File: src/pic_pkg.sv
// Purpose: shared constants, types and helpers of the priority interrupt controller
// Assumes: eight request levels, 8-bit host data bus
// Notes: field positions are bit indices inside the written command byte
package pic_pkg;
	// init sequence progress
	typedef enum logic [2:0] {ST_IDLE, ST_W2, ST_W3, ST_W4, ST_READY} pic_init_t;
	// first init word fields
	localparam int F1_HI = 7;
	localparam int F1_SEL = 4;
	localparam int F1_LEVEL_TRIGGER_BIT = 3;
	localparam int F1_ADI = 2;
	localparam int F1_SINGLE_CONTROLLER_BIT = 1;
	localparam int F1_IC4 = 0;
	// mode option word fields
	localparam int F4_SPECIAL_NESTING_BIT = 4;
	localparam int F4_BUF = 3;
	localparam int F4_MS = 2;
	localparam int F4_AUTO_EOI_BIT = 1;
	localparam int F4_UPM = 0;
	// operation word fields
	localparam int FO_R = 7;
	localparam int FO_SL = 6;
	localparam int FO_EOI = 5;
	localparam int FO_ENABLE_SPECIAL_MASK_BIT = 6;
	localparam int FO_SMM = 5;
	localparam int FO_OP_WORD_MASK_MODE_READ = 3;
	// rotate/select/eoi codes
	localparam logic [2:0] OP_NS_EOI = 3'h1;
	localparam logic [2:0] OP_SP_EOI = 3'h3;
	localparam logic [2:0] OP_ROT_EOI = 3'h5;
	localparam logic [2:0] OP_ROT_SET = 3'h4;
	localparam logic [2:0] OP_ROT_CLR = 3'h0;
	// reset values and fixed bytes
	localparam logic [7:0] CALL_CODE = 8'hcd;
	localparam logic [7:0] MASK_RST = 8'h00;
	localparam logic [7:0] CASMAP_RST = 8'h07;
	localparam logic [2:0] LOW_RST = 3'h7;
	localparam logic [2:0] DEFAULT_LVL = 3'h7;
	localparam logic [1:0] LAST_IDX_CALL = 2'h2;
	localparam logic [1:0] LAST_IDX_VEC = 2'h1;
	// pin synchroniser width: req 8, data 8, cas 3, wr_n, cs_n, a0, ack_n, sp_n
	localparam int SYNC_W = 24;
	// level that holds a given rank when low is the lowest priority level
	function automatic logic [2:0] pic_level_of(input logic [2:0] low, input logic [2:0] rank);
		pic_level_of = low + 3'h1 + rank;
	endfunction : pic_level_of
endpackage : pic_pkg

File: src/pic_prio.sv
// Purpose: priority resolver, picks the request to raise and the top in-service level
// Assumes: purely combinational, inputs come from registers of the parent
// Notes: scanning starts just above the lowest level, so rotation is free
`timescale 1ns/1ns
`default_nettype none
module pic_prio
(
	// state to resolve
	input wire logic [7:0] i_req,
	input wire logic [7:0] i_isr,
	input wire logic [7:0] i_mask,
	input wire logic [2:0] i_low,
	input wire logic i_smm,
	input wire logic [7:0] i_same_ok,
	// results
	output logic o_int_valid,
	output logic [2:0] o_int_level,
	output logic o_top_valid,
	output logic [2:0] o_top_level
);
	import pic_pkg::*;
	logic [7:0] act_isr; // in-service bits that still count
	// masked in-service bits neither block nor take a non-specific clear in special mask
	assign act_isr = i_smm ? (i_isr & ~i_mask) : i_isr;
	// scan ranks from highest priority down
	always_comb
	begin
		logic blocked;
		logic [2:0] lvl;
		blocked = 1'b0;
		lvl = 3'h0;
		o_int_valid = 1'b0;
		o_int_level = 3'h0;
		o_top_valid = 1'b0;
		o_top_level = 3'h0;
		for (int k = 0; k < 8; k++)
		begin
			lvl = pic_level_of(i_low, 3'(k));
			// same level passes only where special nesting allows it
			if (!blocked && !o_int_valid && i_req[lvl] && (!act_isr[lvl] || i_same_ok[lvl]))
			begin
				o_int_valid = 1'b1;
				o_int_level = lvl;
			end
			// an in-service level shuts out itself and everything below
			if (act_isr[lvl] && !o_top_valid)
			begin
				o_top_valid = 1'b1;
				o_top_level = lvl;
				blocked = 1'b1;
			end
		end
	end
endmodule : pic_prio
`default_nettype wire

File: src/pic_ctrl.sv
// Purpose: programmable eight-level priority interrupt controller core
// Assumes: host strobes and pins are asynchronous and pass two flip-flops
// Notes: two-way pins split into in, out and output enable
// What this block does
// - call mode spaces entries 4 or 8
// - vector mode byte is base[7:3] plus level
// - level trigger bit disables edge detection
// - single controller skips the third word
// - fourth word expected only when requested
// - cascaded third word loads slave register
// - master drives call byte and cascade code
// - slave matches cascade id, drives later bytes
// - buffered mode: enable output, role bit
// - special nesting bit selects special nested mode
// - host mode bit picks acknowledge format
// - operation write with A0 loads mask
// - level bits name level; R,SL,EOI choose operation
// - enable bit lets special-mask bit switch mode
// - default fully nested, level 0 highest
// - acknowledge sets in-service, inhibits lower levels
// - non-specific EOI clears top in-service bit
// - specific EOI clears named in-service bit
// - special mask spares masked in-service bits
// - auto EOI at end of last acknowledge
// - rotation makes serviced level lowest priority
// - A0 low, D4 high restarts initialization
// - vanished request answers as level 7
`timescale 1ns/1ns
`default_nettype none
module pic_ctrl
(
	// clock and reset
	input wire logic I_CLK_SYS,
	input wire logic I_SYS_RST,
	// host write port
	input wire logic I_WR_N,
	input wire logic I_CS_N,
	input wire logic I_PORT_SEL,
	input wire logic [7:0] I_DATA,
	output logic [7:0] O_DATA,
	output logic O_DATA_OE,
	// interrupt handshake
	input wire logic I_ACK_N,
	output logic O_INT,
	// request inputs
	input wire logic [7:0] I_REQ,
	// cascade lines
	input wire logic [2:0] I_CAS,
	output logic [2:0] O_CAS,
	output logic O_CAS_OE,
	// slave program / buffer enable
	input wire logic I_SP_N,
	output logic O_BUF_EN_N,
	output logic O_BUF_EN_OE
);
	import pic_pkg::*;
	// synchroniser stages, first stage read only by the second
	logic [SYNC_W-1:0] sync1_reg;
	logic [SYNC_W-1:0] sync2_reg;
	// edge history
	logic wr_act_d_reg;
	logic ack_low_d_reg;
	logic [7:0] req_d_reg;
	logic [7:0] data_hold_reg; // byte captured while the write is active
	// programmed state
	pic_init_t state_reg;
	pic_init_t state_next;
	logic [7:0] word_one_reg;
	logic [7:0] vector_base_reg;
	logic [7:0] cascade_map_reg;
	logic [4:0] options_reg;
	logic [7:0] mask_reg;
	logic smm_reg;
	logic auto_rot_reg;
	logic [2:0] low_reg;
	// interrupt state
	logic [7:0] armed_reg; // edge latches
	logic [7:0] isr_reg;
	logic seq_reg; // acknowledge sequence running
	logic [1:0] idx_reg; // acknowledge pulse index
	logic [2:0] ack_lvl_reg;
	logic ack_slave_reg; // frozen level has a slave behind it
	logic ack_dflt_reg; // default level 7 answer
	// synchronised pins
	wire [7:0] req_s = sync2_reg[23:16];
	wire [7:0] data_s = sync2_reg[15:8];
	wire [2:0] cas_s = sync2_reg[7:5];
	wire wr_n_s = sync2_reg[4];
	wire cs_n_s = sync2_reg[3];
	wire a0_s = sync2_reg[2];
	wire ack_n_s = sync2_reg[1];
	wire sp_n_s = sync2_reg[0];
	// strobes
	wire wr_act = ~wr_n_s & ~cs_n_s;
	wire write_take = wr_act_d_reg & ~wr_act; // write acts at its trailing edge
	wire ack_low = ~ack_n_s;
	wire ack_fall = ack_low & ~ack_low_d_reg;
	wire ack_rise = ~ack_low & ack_low_d_reg;
	// write decode
	wire wr_init_word_one = write_take & ~a0_s & data_hold_reg[F1_SEL];
	wire wr_word = write_take & ~wr_init_word_one;
	wire ready = (state_reg == ST_READY);
	wire wr_mask = ready & wr_word & a0_s;
	wire wr_op_word_eoi_rotate = ready & wr_word & ~a0_s & ~data_hold_reg[FO_OP_WORD_MASK_MODE_READ];
	wire wr_op_word_mask_mode_read = ready & wr_word & ~a0_s & data_hold_reg[FO_OP_WORD_MASK_MODE_READ];
	wire [2:0] op_code = data_hold_reg[FO_R:FO_EOI];
	wire [2:0] op_lvl = data_hold_reg[2:0];
	// mode fields
	wire level_trigger_bit = word_one_reg[F1_LEVEL_TRIGGER_BIT];
	wire interval_bit = word_one_reg[F1_ADI];
	wire single_controller_bit = word_one_reg[F1_SINGLE_CONTROLLER_BIT];
	wire ic4 = word_one_reg[F1_IC4];
	wire special_nesting_bit = options_reg[F4_SPECIAL_NESTING_BIT];
	wire buf_mode = options_reg[F4_BUF];
	wire auto_eoi_bit = options_reg[F4_AUTO_EOI_BIT];
	wire upm = options_reg[F4_UPM];
	// role: pin in plain mode, role bit in buffered mode
	wire master = single_controller_bit | (buf_mode ? options_reg[F4_MS] : sp_n_s);
	wire cas_master = master & ~single_controller_bit;
	wire cas_match = (cas_s == cascade_map_reg[2:0]);
	// request register: level mode follows the pin, edge mode needs an armed latch
	wire [7:0] request_register = level_trigger_bit ? req_s : (armed_reg & req_s);
	wire [7:0] req_rise = req_s & ~req_d_reg;
	// special nesting lets a slave input interrupt over its own in-service bit
	wire [7:0] same_ok = (special_nesting_bit & cas_master) ? cascade_map_reg : 8'h00;
	logic int_valid;
	logic [2:0] int_level;
	logic top_valid;
	logic [2:0] top_level;
	pic_prio u_prio
	(
		.i_req(request_register & ~mask_reg),
		.i_isr(isr_reg),
		.i_mask(mask_reg),
		.i_low(low_reg),
		.i_smm(smm_reg),
		.i_same_ok(same_ok),
		.o_int_valid(int_valid),
		.o_int_level(int_level),
		.o_top_valid(top_valid),
		.o_top_level(top_level)
	);
	// acknowledge bookkeeping
	wire first_ack = ack_fall & ~seq_reg;
	wire [2:0] frz_lvl = int_valid ? int_level : DEFAULT_LVL;
	wire [1:0] last_idx = upm ? LAST_IDX_VEC : LAST_IDX_CALL;
	wire seq_end = ack_rise & seq_reg & (idx_reg == last_idx);
	wire auto_eoi_bit_now = seq_end & auto_eoi_bit & top_valid;
	// end-of-interrupt decode
	wire ns_eoi = wr_op_word_eoi_rotate & ((op_code == OP_NS_EOI) | (op_code == OP_ROT_EOI)) & top_valid;
	wire sp_eoi = wr_op_word_eoi_rotate & (op_code == OP_SP_EOI);
	wire rot_now = (wr_op_word_eoi_rotate & (op_code == OP_ROT_EOI) & top_valid) | (auto_eoi_bit_now & auto_rot_reg);
	wire [7:0] top_bit = 8'h01 << top_level;
	wire [7:0] isr_clr = ((ns_eoi | auto_eoi_bit_now) ? top_bit : 8'h00)
		| (sp_eoi ? (8'h01 << op_lvl) : 8'h00);
	wire [7:0] isr_set = (first_ack & int_valid) ? (8'h01 << int_level) : 8'h00;
	wire [7:0] isr_next = (isr_reg & ~isr_clr) | isr_set; // set wins over clear
	// answer bytes
	wire [2:0] lvl = ack_lvl_reg;
	wire [7:0] addr_lo = interval_bit ? {word_one_reg[F1_HI:5], lvl, 2'b00}
		: {word_one_reg[F1_HI:6], lvl, 3'b000};
	wire [7:0] vec_byte = {vector_base_reg[7:3], lvl};
	// later bytes: single, master with no slave there, or the addressed slave
	wire drive_late = single_controller_bit | (master & ~ack_slave_reg) | (~master & cas_match);
	wire [1:0] cur_idx = seq_reg ? idx_reg : 2'h0;
	wire [7:0] byte_call = (cur_idx == 2'h0) ? CALL_CODE
		: ((cur_idx == 2'h1) ? addr_lo : vector_base_reg);
	wire [7:0] out_byte = upm ? vec_byte : byte_call;
	wire drive_call = (cur_idx == 2'h0) ? master : drive_late;
	wire drive_now = ack_fall & (upm ? ((cur_idx == 2'h1) & drive_late) : drive_call);
	wire data_oe_next = ack_rise ? 1'b0 : (drive_now ? 1'b1 : O_DATA_OE);
	// pin synchroniser
	always_ff @(posedge I_CLK_SYS)
	begin
		sync1_reg <= {I_REQ, I_DATA, I_CAS, I_WR_N, I_CS_N, I_PORT_SEL, I_ACK_N, I_SP_N};
		sync2_reg <= sync1_reg;
	end
	// edge history and write capture
	always_ff @(posedge I_CLK_SYS)
	begin
		if (I_SYS_RST)
		begin
			wr_act_d_reg <= 1'b0;
			ack_low_d_reg <= 1'b0;
			req_d_reg <= 8'h00;
			data_hold_reg <= 8'h00;
		end
		else
		begin
			wr_act_d_reg <= wr_act;
			ack_low_d_reg <= ack_low;
			req_d_reg <= req_s;
			if (wr_act)
				data_hold_reg <= data_s;
		end
	end
	// init word order
	always_comb
	begin
		state_next = state_reg;
		unique case (state_reg)
			ST_IDLE, ST_READY:
				state_next = state_reg;
			ST_W2:
				if (wr_word)
					state_next = !single_controller_bit ? ST_W3 : (ic4 ? ST_W4 : ST_READY);
			ST_W3:
				if (wr_word)
					state_next = ic4 ? ST_W4 : ST_READY;
			ST_W4:
				if (wr_word)
					state_next = ST_READY;
		endcase
		if (wr_init_word_one)
			state_next = ST_W2;
	end
	// programming registers
	always_ff @(posedge I_CLK_SYS)
	begin
		if (I_SYS_RST)
		begin
			state_reg <= ST_IDLE;
			word_one_reg <= 8'h00;
			vector_base_reg <= 8'h00;
			cascade_map_reg <= CASMAP_RST;
			options_reg <= 5'h00;
			mask_reg <= MASK_RST;
			smm_reg <= 1'b0;
			auto_rot_reg <= 1'b0;
			low_reg <= LOW_RST;
		end
		else
		begin
			state_reg <= state_next;
			if (wr_init_word_one)
			begin
				// fresh sequence: mask open, nested priority, options cleared
				word_one_reg <= data_hold_reg;
				mask_reg <= MASK_RST;
				smm_reg <= 1'b0;
				low_reg <= LOW_RST;
				cascade_map_reg <= CASMAP_RST;
				options_reg <= 5'h00;
			end
			if (wr_word && state_reg == ST_W2)
				vector_base_reg <= data_hold_reg;
			if (wr_word && state_reg == ST_W3)
				cascade_map_reg <= data_hold_reg;
			if (wr_word && state_reg == ST_W4)
				options_reg <= data_hold_reg[4:0];
			if (wr_mask)
				mask_reg <= data_hold_reg;
			if (wr_op_word_mask_mode_read && data_hold_reg[FO_ENABLE_SPECIAL_MASK_BIT])
				smm_reg <= data_hold_reg[FO_SMM];
			if (wr_op_word_eoi_rotate && op_code == OP_ROT_SET)
				auto_rot_reg <= 1'b1;
			if (wr_op_word_eoi_rotate && op_code == OP_ROT_CLR)
				auto_rot_reg <= 1'b0;
			if (rot_now)
				low_reg <= top_level;
		end
	end
	// request latches and in-service bits
	always_ff @(posedge I_CLK_SYS)
	begin
		if (I_SYS_RST || wr_init_word_one)
		begin
			armed_reg <= 8'h00;
			isr_reg <= 8'h00;
		end
		else
		begin
			// a new rising edge wins over the acknowledge clear
			armed_reg <= (armed_reg & ~isr_set) | req_rise;
			isr_reg <= isr_next;
		end
	end
	// acknowledge sequence
	always_ff @(posedge I_CLK_SYS)
	begin
		if (I_SYS_RST || wr_init_word_one)
		begin
			seq_reg <= 1'b0;
			idx_reg <= 2'h0;
			ack_lvl_reg <= 3'h0;
			ack_slave_reg <= 1'b0;
			ack_dflt_reg <= 1'b0;
		end
		else
		begin
			if (first_ack)
			begin
				// freeze the winner at the first pulse
				seq_reg <= 1'b1;
				ack_lvl_reg <= frz_lvl;
				ack_slave_reg <= cascade_map_reg[frz_lvl];
				ack_dflt_reg <= ~int_valid;
			end
			if (seq_end)
			begin
				seq_reg <= 1'b0;
				idx_reg <= 2'h0;
			end
			else if (ack_rise && seq_reg)
				idx_reg <= idx_reg + 2'h1;
		end
	end
	// output pins, all registered
	always_ff @(posedge I_CLK_SYS)
	begin
		if (I_SYS_RST)
		begin
			O_INT <= 1'b0;
			O_DATA <= 8'h00;
			O_DATA_OE <= 1'b0;
			O_CAS <= 3'h0;
			O_CAS_OE <= 1'b0;
			O_BUF_EN_N <= 1'b1;
			O_BUF_EN_OE <= 1'b0;
		end
		else
		begin
			O_INT <= ready & int_valid & ~seq_reg;
			if (drive_now)
				O_DATA <= out_byte;
			O_DATA_OE <= data_oe_next;
			// master names the slave on the cascade lines from the first pulse
			O_CAS_OE <= ready & cas_master;
			if (first_ack && cascade_map_reg[frz_lvl])
				O_CAS <= frz_lvl;
			else if (seq_end)
				O_CAS <= 3'h0;
			// buffered mode turns the role pin into a low-active buffer enable
			O_BUF_EN_OE <= buf_mode;
			O_BUF_EN_N <= ~(buf_mode & data_oe_next);
		end
	end
endmodule : pic_ctrl
`default_nettype wire

File: config.mk
export PLATFORM = sky130hd
export DESIGN_NAME = pic_ctrl
export DESIGN_NICKNAME = d
export VERILOG_FILES = /design/src/pic_pkg.sv /design/src/pic_prio.sv /design/src/pic_ctrl.sv
export SDC_FILE = /design/constraint.sdc
export NUM_CORES = 1
export LEC_CHECK = 0
export ABC_AREA = 1
export BUFFER_PORTS_ARGS = -buffer_cell sky130_fd_sc_hd__buf_2
export CORE_ASPECT_RATIO = 1.2
export CORE_MARGIN = 2
export CORE_UTILIZATION = 35
export CTS_CLUSTER_SIZE = 12
export DETAILED_ROUTE_END_ITERATION = 10
export GPL_TIMING_DRIVEN = 1
export HOLD_SLACK_MARGIN = 0.06
export PLACE_DENSITY = 0.56
export SLEW_MARGIN = 20
export SYNTH_ARGS = -nofsm -noshare
export SYNTH_HDL_FRONTEND = slang
export SYNTH_SLANG_ARGS = --single-unit
File: constraint.sdc
create_clock -name I_CLK_SYS -period 5.9 [get_ports I_CLK_SYS]
set_input_delay 1.18 -clock I_CLK_SYS [delete_from_list [all_inputs] [get_ports I_CLK_SYS]]
set_output_delay 1.18 -clock I_CLK_SYS [all_outputs]
set_load 0.1 [all_outputs]
==> results.json, run 1 <==
{
  "status": "finished, final reports clean",
  "synth_edf_count": 0,
  "synth.most_common_cell": "nand2_1",
  "drt_iter0_markers": 511,
  "netlist_area_mm2": 0.007053,
  "crit_type": "reg2reg",
  "dp_hpwl_mm": 15.12,
  "worst_pin_slew_ns": 0.9523,
  "synthTopCellsByArea": "dfxtp_1 42%, nand2_1 9.7%, nand3_1 9.4%",
  "io_pins": 42,
  "globalRouteTotalUtil_pct": 18.69,
  "clockBufferDepth": 2,
  "grt_pass1_wl_mm": 31.52,
  "power_mw": 2.493,
  "core_area_mm2": 0.01969,
  "p_per_area_mw_per_mm2": 311.3,
  "routabilityCongestion": 0.8999,
  "grt_overflow": 0,
  "async_flop_share_pct": 0,
  "setup_viol": 0,
  "finalCritPeriodShare_pct": 74.69,
  "fmax_ghz": 0.2269,
  "post-route-drc-count": 0,
  "worstPathRequired_ns": 6.17,
  "initial_core_util_pct": 35.82,
  "place_inst": 1243,
  "yosys-top-cells-count": "182 x nand2_1, 149 x dfxtp_1, 133 x nand3_1",
  "synth_area_leader_cell": "dfxtp_1",
  "synth_fp_nets": 1002,
  "cp-end-kind": "flip-flop",
  "drive_gt1_share_pct": 13.61,
  "final_cells": 1275,
  "core.rowCount": 56,
  "cts.repair.resized": 0,
  "die_y_um": 159.5,
  "num_antenna_cells": 0,
  "numClockSinks": 149,
  "p_leak_nw": 3.325,
  "syn2layout_area_growth_pct": 13.55,
  "hold_buffers": 0,
  "first_pass_iters": 6,
  "crit_fanout": 29,
  "yosysTopAreaCellShare_pct": 42.29,
  "cts_tree": "yes",
  "hold_path_class": "reg2reg",
  "cap_violations": 0,
  "fin_worst_skew_ns": 0.005974,
  "avgSynthCellArea_um2": 7.241,
  "ys.warnings.count": 0,
  "grt_max_degree": 39,
  "arrival_ns": 4.68,
  "drtAntennaViolNets": 0,
  "drt_wl_total_mm": 19.95,
  "slew_viol_final": 0,
  "clk_latency_ns": 0.42,
  "die_w_um": 133.6,
  "vias": 6528,
  "wire_per_inst_um": 15.64,
  "yosysSeqAreaShare_pct": 42.29,
  "ys_ff_latch": 149,
  "relSlewSlack_pct": 36.45,
  "rsz0062_at_grt": "no",
  "num-nets-final": 1029,
  "fin_setup_tns_ns": 0,
  "path_clk_slew_ns": 0.06,
  "cts_setup_buffers": 0,
  "cts-buffers-inserted": 17,
  "start_kind": "flip-flop",
  "viasPerCell": 5.120,
  "antenna_found_initial": 0,
  "min_period_ns": 4.407,
  "synth.distinct_cells": 50,
  "design.die.area_mm2": 0.02131,
  "port_buffers": 41,
  "grt_pass1_vias": 6092,
  "whs_ns": 0.3180,
  "hold_viol_final": 0,
  "synth_cells": 974,
  "max-vdd-ir-drop_mv": 0.2829,
  "cts_max_level": 4,
  "synth_ff_type": "dfxtp_1",
  "root_buffer": "clkbuf_16"
}
logic make-up (layout without fill, tap and decap cells):
| group | after synthesis | after routing | share of synthesized area, % |
|---|---|---|---|
| compound gates | 168 | 168 | 13.16 |
| xor+xnor | 4 | 4 | 0.9759 |
| fa+ha+maj | 2 | 2 | 0.3547 |
| buf+inv | 147 | 187 | 8.586 |
| flops | 149 | 149 | 42.29 |
| simple gates | 504 | 504 | 34.63 |
cell usage in the layout (no fill, tap or decap), types with 3 or more instances in the layout:
master / netlist / layout
inv_1: 95 / 95
o2111ai_1: 3 / 3
nor2_1: 90 / 90
clkbuf_16: 0 / 17
inv_6: 1 / 6
o22ai_1: 7 / 7
nor3_1: 16 / 16
nand3_2: 8 / 8
nand2_4: 4 / 4
nand3_1: 133 / 133
a21oi_1: 77 / 77
nand3b_1: 3 / 3
o21ai_0: 53 / 53
buf_4: 4 / 3
nand2_2: 9 / 9
nand3_4: 4 / 4
nor2_4: 5 / 5
nand4_1: 31 / 31
buf_2: 9 / 41
a31oi_1: 5 / 5
inv_2: 13 / 13
o211ai_1: 4 / 4
o21ai_1: 3 / 3
nand2_1: 182 / 182
dfxtp_1: 149 / 149
clkinv_4: 0 / 3
or2_2: 8 / 8
a211oi_1: 3 / 3
layer usage:
layer / vias up / global-route usage, % / wire length [µm]
li1: 3310 / - / -
met1: 2995 / 22.68 / 8555
met4: 0 / 8.414 / 653
met2: 185 / 32.40 / 9937
met5: - / 0 / 0
met3: 38 / 2.929 / 800
critical path: stages, from the launching register on:
cell     delay, ns
dfxtp_1       0.34
inv_2         0.03
buf_4         0.22
ha_1          0.59
inv_1         0.39
nand3_1       0.21
nand2_1       0.12
o21ai_1       0.33
inv_1         0.12
nor2_1        0.19
o21ai_0       0.23
nand2_2       0.21
nand3_4       0.10
nor2_4        0.18
nand3_2       0.09
nand3_2       0.21
inv_2         0.08
nand2_2       0.10
nand3_1       0.10
nand3_2       0.11
nand3_2       0.12
nand3_1       0.11
a21oi_1       0.07
power by group:
group	leakage (nW)	total, mW	switching [mW]	internal (mW)
Clock	0.286	1.05	0.448	0.604
Combinational	1.81	0.360	0.260	0.100
Sequential	1.23	1.08	0.0297	1.05
Total	3.32	2.49	0.739	1.75
worst paths after layout:
| path | from | end | slack, ns | depth (start not counted) |
|---|---|---|---|---|
| setup / recovery | low_reg[0] | O_CAS[1] | 1.49 | 22 |
| hold / removal | sync1_reg[16] | sync2_reg[16] | 0.32 | 0 |
| setup reg to reg | low_reg[0] | O_CAS[1] | 1.49 | 22 |
| hold reg to reg | sync1_reg[16] | sync2_reg[16] | 0.32 | 0 |
cell type report:
class | instances | area, µm²
fillers | 2063 | 11680
multi-input cells | 678 | 3471
flip-flops and latches | 149 | 2983
clock buffers | 18 | 439.2
inverters | 111 | 421.7
well taps | 261 | 326.6
repair buffers | 44 | 227.7
clock inverters | 14 | 140.1
stage by stage:
step,utilization [%],setup slack [ns],area (µm²)
finish,40.68,1.493,8009
floorplan,-,2.477,7053
CTS,40.65,1.517,8003
global placement,37.70,1.508,7423
detailed placement,37.70,1.536,7423
global route,40.68,1.186,8009
(Power assumes the default switching activity.)
==> run 2, diff against run 1 <==
Settings changed: PLACE_DENSITY 0.56 to 0.58.
Clock period 5.9 ns to 3.9 ns, I/O delays scaled along.
==> run 2 against run 1 <==
  * Sequential share of layout area down 0.78 points
  * Clock skew up 0.0036 ns
  * Combinational power up 52%
  * Worst hold slack better by 0.0050 ns
  * Sequential cell count unchanged
  * Routed wire length down 1.6%
  * Clock power up 52%
  * Critical endpoint is now armed_reg[0]
  * Largest cell class unchanged
==> results.json, run 2 (synthesis results as in run 1) <==
{
  "fin_ws_ns": 0.4127,
  "pwr-share-seq_pct": 43.2,
  "min_period_ns": 3.487,
  "fin_setup_tns_ns": 0,
  "num-fill-cells": 2014,
  "drive_gt1_share_pct": 15.16,
  "hold_path_class": "reg2reg",
  "crit_chain": "inv_2 > ha_4 > xor2_4 > nand3_1 > nand2_1 > inv_1 > nand2_1 > nand2_2 > inv_2 > nand2_4 > nor2_8 > nand2_1 > clkinv_1 > nand2_2 > nand3_1 > nor2_1 > nor3_1 > nand3_1 > nor2_2 > inv_2 > nor2_4 > nand2_1 > nand2_1 > a21oi_1",
  "place_ws_ns": 0.2452,
  "syn2layout_area_growth_pct": 16.04,
  "crit_slowest_cell": "dfxtp_2",
  "cap_violations": 0,
  "status": "finished, final reports clean",
  "setup_viol": 0,
  "core.rowCount": 56,
  "num_antenna_cells": 0,
  "die_y_um": 159.5,
  "clockBufferDepth": 2,
  "post-route-drc-count": 0,
  "fmax_ghz": 0.2868,
  "num-nets-final": 1044,
  "cts-buffers-inserted": 17,
  "globalRouteTotalUtil_pct": 18.19,
  "initial_core_util_pct": 35.82,
  "die_w_um": 133.6,
  "clk_latency_ns": 0.42,
  "drt_wl_total_mm": 19.64,
  "p_leak_nw": 3.403,
  "p_per_area_mw_per_mm2": 462.1,
  "vias": 6628,
  "crit_type": "reg2reg",
  "port_buffers": 41,
  "net-switching-power_mw": 1.125,
  "intPower_mw": 2.657,
  "finalCritPeriodShare_pct": 89.42,
  "design.die.area_mm2": 0.02131,
  "dp_hpwl_mm": 14.98,
  "grt_overflow": 0,
  "numClockSinks": 149,
  "first_pass_iters": 5,
  "cts_tree": "yes",
  "critPathMaxStageDelay_ns": 0.42,
  "grt_pass1_vias": 6081,
  "hold_buffers": 0,
  "crit_path_frequent_cell": "nand2_1",
  "crit_fanout": 11,
  "grt_pass1_wl_mm": 30.89,
  "cts_max_level": 4,
  "final_common_cell": "nand2_1",
  "path_clk_slew_ns": 0.07,
  "routabilityCongestion": 0.9331,
  "rsz0062_at_grt": "no",
  "max-vdd-ir-drop_mv": 0.3090,
  "final_cell_mix": "182 x nand2_1, 148 x dfxtp_1, 133 x nand3_1",
  "root_buffer": "clkbuf_16",
  "p_comb_share_pct": 14.5,
  "p_sw_share_pct": 29.75,
  "drtAntennaViolNets": 0,
  "wire_per_inst_um": 15.22,
  "drt_iter0_markers": 569,
  "antenna_found_initial": 0,
  "worstPathRequired_ns": 4.17,
  "worst_pin_slew_ns": 0.9355,
  "start_kind": "flip-flop",
  "viasPerCell": 5.138,
  "grt_max_degree": 37,
  "fin_worst_skew_ns": 0.009567,
  "hold_viol_final": 0,
  "relSlewSlack_pct": 37.56,
  "arrival_ns": 3.76,
  "cp-end-kind": "flip-flop",
  "io_pins": 42,
  "slew_viol_final": 0,
  "clkPwrFrac_pct": 42.3,
  "core_area_mm2": 0.01969
}
run 2: cell types whose count changed in the layout (fill, tap and decap cells not counted), sizes merged:
cell / before / now
clkbuf: 18 / 19
clkinv: 7 / 5
buf: 44 / 58
clkinvlp: 1 / 3
run 2: final cells by class:
cell class / count / area [µm²] / share of cell area (%)
clock inverters: 14 / 140.1 / 1.712
inverters: 111 / 425.4 / 5.198
clock buffers: 18 / 439.2 / 5.366
well taps: 261 / 326.6 / 3.990
flip-flops and latches: 149 / 2984 / 36.46
repair buffers: 59 / 374.1 / 4.571
multi-input cells: 678 / 3495 / 42.70
run 2: critical path, delay by kind of cell, from the launching register on:
kind / cells / cell delay [ns]
AND/OR/NAND/NOR: 16 / 1.83
buffers and inverters: 5 / 0.36
adder cells (fa/ha/maj): 1 / 0.34
AO/OA/AOI/OAI: 1 / 0.06
XOR/XNOR: 1 / 0.32
flip-flops: 1 / 0.42
run 2: power by group through the flow:
stage / Clock, mW / Combinational [mW] / Sequential [mW]
finish: 1.60 / 0.547 / 1.63
global route: 1.70 / 0.601 / 1.64
CTS: 1.64 / 0.547 / 1.63
detailed placement: 0 / 0.545 / 1.67
global placement: 0 / 0.542 / 1.67
floorplan: 0 / 0.356 / 1.73
run 2: final timing paths:
kind | start | to | slack (ns) | cells after the start
worst max register to register | low_reg[0] | armed_reg[0] | 0.41 | 24
worst max-delay path | low_reg[0] | armed_reg[0] | 0.41 | 24
worst min-delay path | sync1_reg[0] | sync2_reg[0] | 0.32 | 0
worst min register to register | sync1_reg[0] | sync2_reg[0] | 0.32 | 0
run 2: repair_timing:
action / CTS / global route
setup endpoints to repair: 0 / 17
gates resized for setup: 0 / 7
setup buffers: 0 / 3
run 2: metal layers:
| metal | vias to the layer above | track usage [%] | routed length [µm] |
|---|---|---|---|
| li1 | 3351 | - | - |
| met1 | 3061 | 23.01 | 8601 |
| met2 | 170 | 30.74 | 9607 |
| met3 | 46 | 2.897 | 779 |
| met4 | 0 | 7.495 | 648 |
| met5 | - | 0 | 0 |
run 2: stage by stage:
step                      cells  hold WS (ns)  util, %  instance area [µm²]  total power [mW]
after CTS                  1286        0.3245    41.13                 8098             3.818
final                      1290        0.3230    41.57                 8184             3.782
after detailed placement   1254        0.3121    38.19                 7518             2.213
after global routing       1290        0.3270    41.57                 8184             3.938
after floorplan             974        0.3096        -                 7053             2.085
after global placement     1254        0.3104    38.19                 7518             2.210
==> run 3, diff against run 2 <==
Settings changed: PLACE_DENSITY 0.58 to 0.56.
Clock period 3.9 ns to 4.41 ns, I/O delays scaled along.
==> run 3 against run 2 <==
  * Die area did not move
  * Design area fell by 1.7%
  * Via count fell by 2.4%
  * First-iteration DRC count fell by 11%
  * Sequential power fell by 11%
  * Global-route usage rose by 0.60 points
  * Critical endpoint is now armed_reg[3]
  * Largest power group unchanged
==> results.json, run 3 (synthesis results as in run 1) <==
{
  "relSlewSlack_pct": 30.54,
  "syn2layout_area_growth_pct": 14.10,
  "whs_ns": 0.3227,
  "postPlaceCellArea_mm2": 0.007446,
  "drt_wl_total_mm": 19.83,
  "multi_input_area_mm2": 0.003465,
  "path_clk_slew_ns": 0.06,
  "num_antenna_cells": 0,
  "cts_setup_buffers": 0,
  "crit_type": "reg2reg",
  "grt_use_met2_pct": 33.11,
  "drtAntennaViolNets": 0,
  "die_y_um": 159.5,
  "post-route-drc-count": 0,
  "fin_worst_skew_ns": 0.007644,
  "routabilityCongestion": 0.9271,
  "hold_buffers": 0,
  "status": "finished, final reports clean",
  "fmax_ghz": 0.2507,
  "final_cells": 1278,
  "worstPathRequired_ns": 4.68,
  "dp_hpwl_mm": 15.15,
  "die_w_um": 133.6,
  "rsz0062_at_grt": "no",
  "cap_violations": 0,
  "initial_core_util_pct": 35.82,
  "cts.repair.resized": 0,
  "met3_usage_pct": 2.897,
  "arrival_ns": 4.25,
  "busiest_layer": "met2",
  "clk_latency_ns": 0.42,
  "grt_overflow": 0,
  "grtUsageMet1_pct": 23.32,
  "viasPerCell": 5.061,
  "cp_top_family": "simple AND/OR/NAND/NOR gates",
  "root_buffer": "clkbuf_16",
  "drive_gt1_share_pct": 13.77,
  "crit_path_frequent_cell": "inv_2",
  "core.rowCount": 56,
  "cts_tree": "yes",
  "cp-end-kind": "flip-flop",
  "p_per_area_mw_per_mm2": 420.3,
  "final_cell_mix": "182 x nand2_1, 149 x dfxtp_1, 133 x nand3_1",
  "place_ws_ns": 0.4260,
  "start_kind": "flip-flop",
  "hold_viol_final": 0,
  "ff_latch_area_mm2": 0.002983,
  "place_inst": 1246,
  "design.die.area_mm2": 0.02131,
  "first_pass_iters": 5,
  "wire_per_inst_um": 15.51,
  "cts-buffers-inserted": 17,
  "critPathBufInv": 7,
  "port_buffers": 41,
  "setup_viol": 0,
  "crit_slowest_cell": "buf_4",
  "critPathMaxStageDelay_ns": 0.40,
  "fin_setup_tns_ns": 0,
  "fin_ws_ns": 0.4205,
  "drt_iter0_markers": 507,
  "cts_max_level": 4,
  "numClockSinks": 149,
  "min_period_ns": 3.990,
  "globalRouteTotalUtil_pct": 18.80,
  "final_common_cell": "nand2_1",
  "hold_path_class": "reg2reg",
  "io_pins": 42,
  "antenna_found_initial": 0,
  "num-fill-cells": 2032,
  "clockBufferDepth": 2,
  "final_area_mm2": 0.008048,
  "vias": 6468,
  "slew_viol_final": 0,
  "core_area_mm2": 0.01969,
  "grt_pass1_wl_mm": 31.73,
  "finalCritPeriodShare_pct": 90.47,
  "num-nets-final": 1032,
  "p_leak_nw": 3.339,
  "worst_pin_slew_ns": 1.032,
  "grt_max_degree": 37,
  "max-vdd-ir-drop_mv": 0.3370,
  "grt_pass1_vias": 6139,
  "crit_fanout": 36
}
## run 3: cell types whose count changed in the layout (fill, tap and decap cells not counted), sizes merged
cell	delta
inv	-4
clkinv	+2
bufinv	+1
buf	-11
## run 3: final timing paths
check                                    from             to  slack (ns)  cells after the start
worst min register to register  sync1_reg[20]  sync2_reg[20]        0.32                      0
worst max register to register     low_reg[0]   armed_reg[3]        0.42                     25
worst min-delay path            sync1_reg[20]  sync2_reg[20]        0.32                      0
worst max-delay path               low_reg[0]   armed_reg[3]        0.42                     25
## run 3: power breakdown
| group | switching, mW | total, mW | leakage, nW | internal (mW) |
|---|---|---|---|---|
| combinational | 0.351 | 0.486 | 1.82 | 0.134 |
| clock | 0.580 | 1.45 | 0.287 | 0.870 |
| sequential | 0.0397 | 1.45 | 1.23 | 1.41 |
| total | 0.971 | 3.38 | 3.34 | 2.41 |
## run 3: final cells by class
| cell class | instances | area share (%) |
|---|---|---|
| multi-input cells | 678 | 43.05 |
| clock inverters | 13 | 1.850 |
| inverters | 111 | 5.239 |
| repair buffers | 47 | 3.109 |
| well taps | 261 | 4.058 |
| clock buffers | 19 | 5.628 |
| flip-flops and latches | 149 | 37.06 |
## run 3: worst reg2reg max path: stages, from the launching register on
cell and delay, ns:
dfxtp_1 0.34, buf_4 0.40, ha_1 0.32, inv_1 0.07, nand2_1 0.10, nand2_4 0.13
xor2_4 0.32, inv_2 0.12, nand2_1 0.10, nand2_2 0.08, inv_2 0.08, nand2_4 0.07
nor2_8 0.10, nand2_1 0.07, clkinv_1 0.08, nand2_2 0.13, nand3_1 0.14, nor2_1 0.04
nor3_1 0.26, nand3_1 0.18, nor2_2 0.18, inv_2 0.08, nor2_4 0.17, inv_2 0.08
o21ai_1 0.13, a21oi_1 0.07
## run 3: per-stage QoR
step / total power [mW] / util (%)
after detailed placement: 1.959 / 37.82
final: 3.383 / 40.87
after CTS: 3.413 / 40.87
after floorplan: 1.844 / -
after global placement: 1.958 / 37.82
after global routing: 3.517 / 40.87
## run 3: metal layers
| layer | vias up | share of wire [%] |
|---|---|---|
| met5 | - | 0 |
| met4 | 0 | 1.9 |
| met3 | 27 | 3.4 |
| met2 | 132 | 50 |
| met1 | 2994 | 45 |
| li1 | 3315 | - |
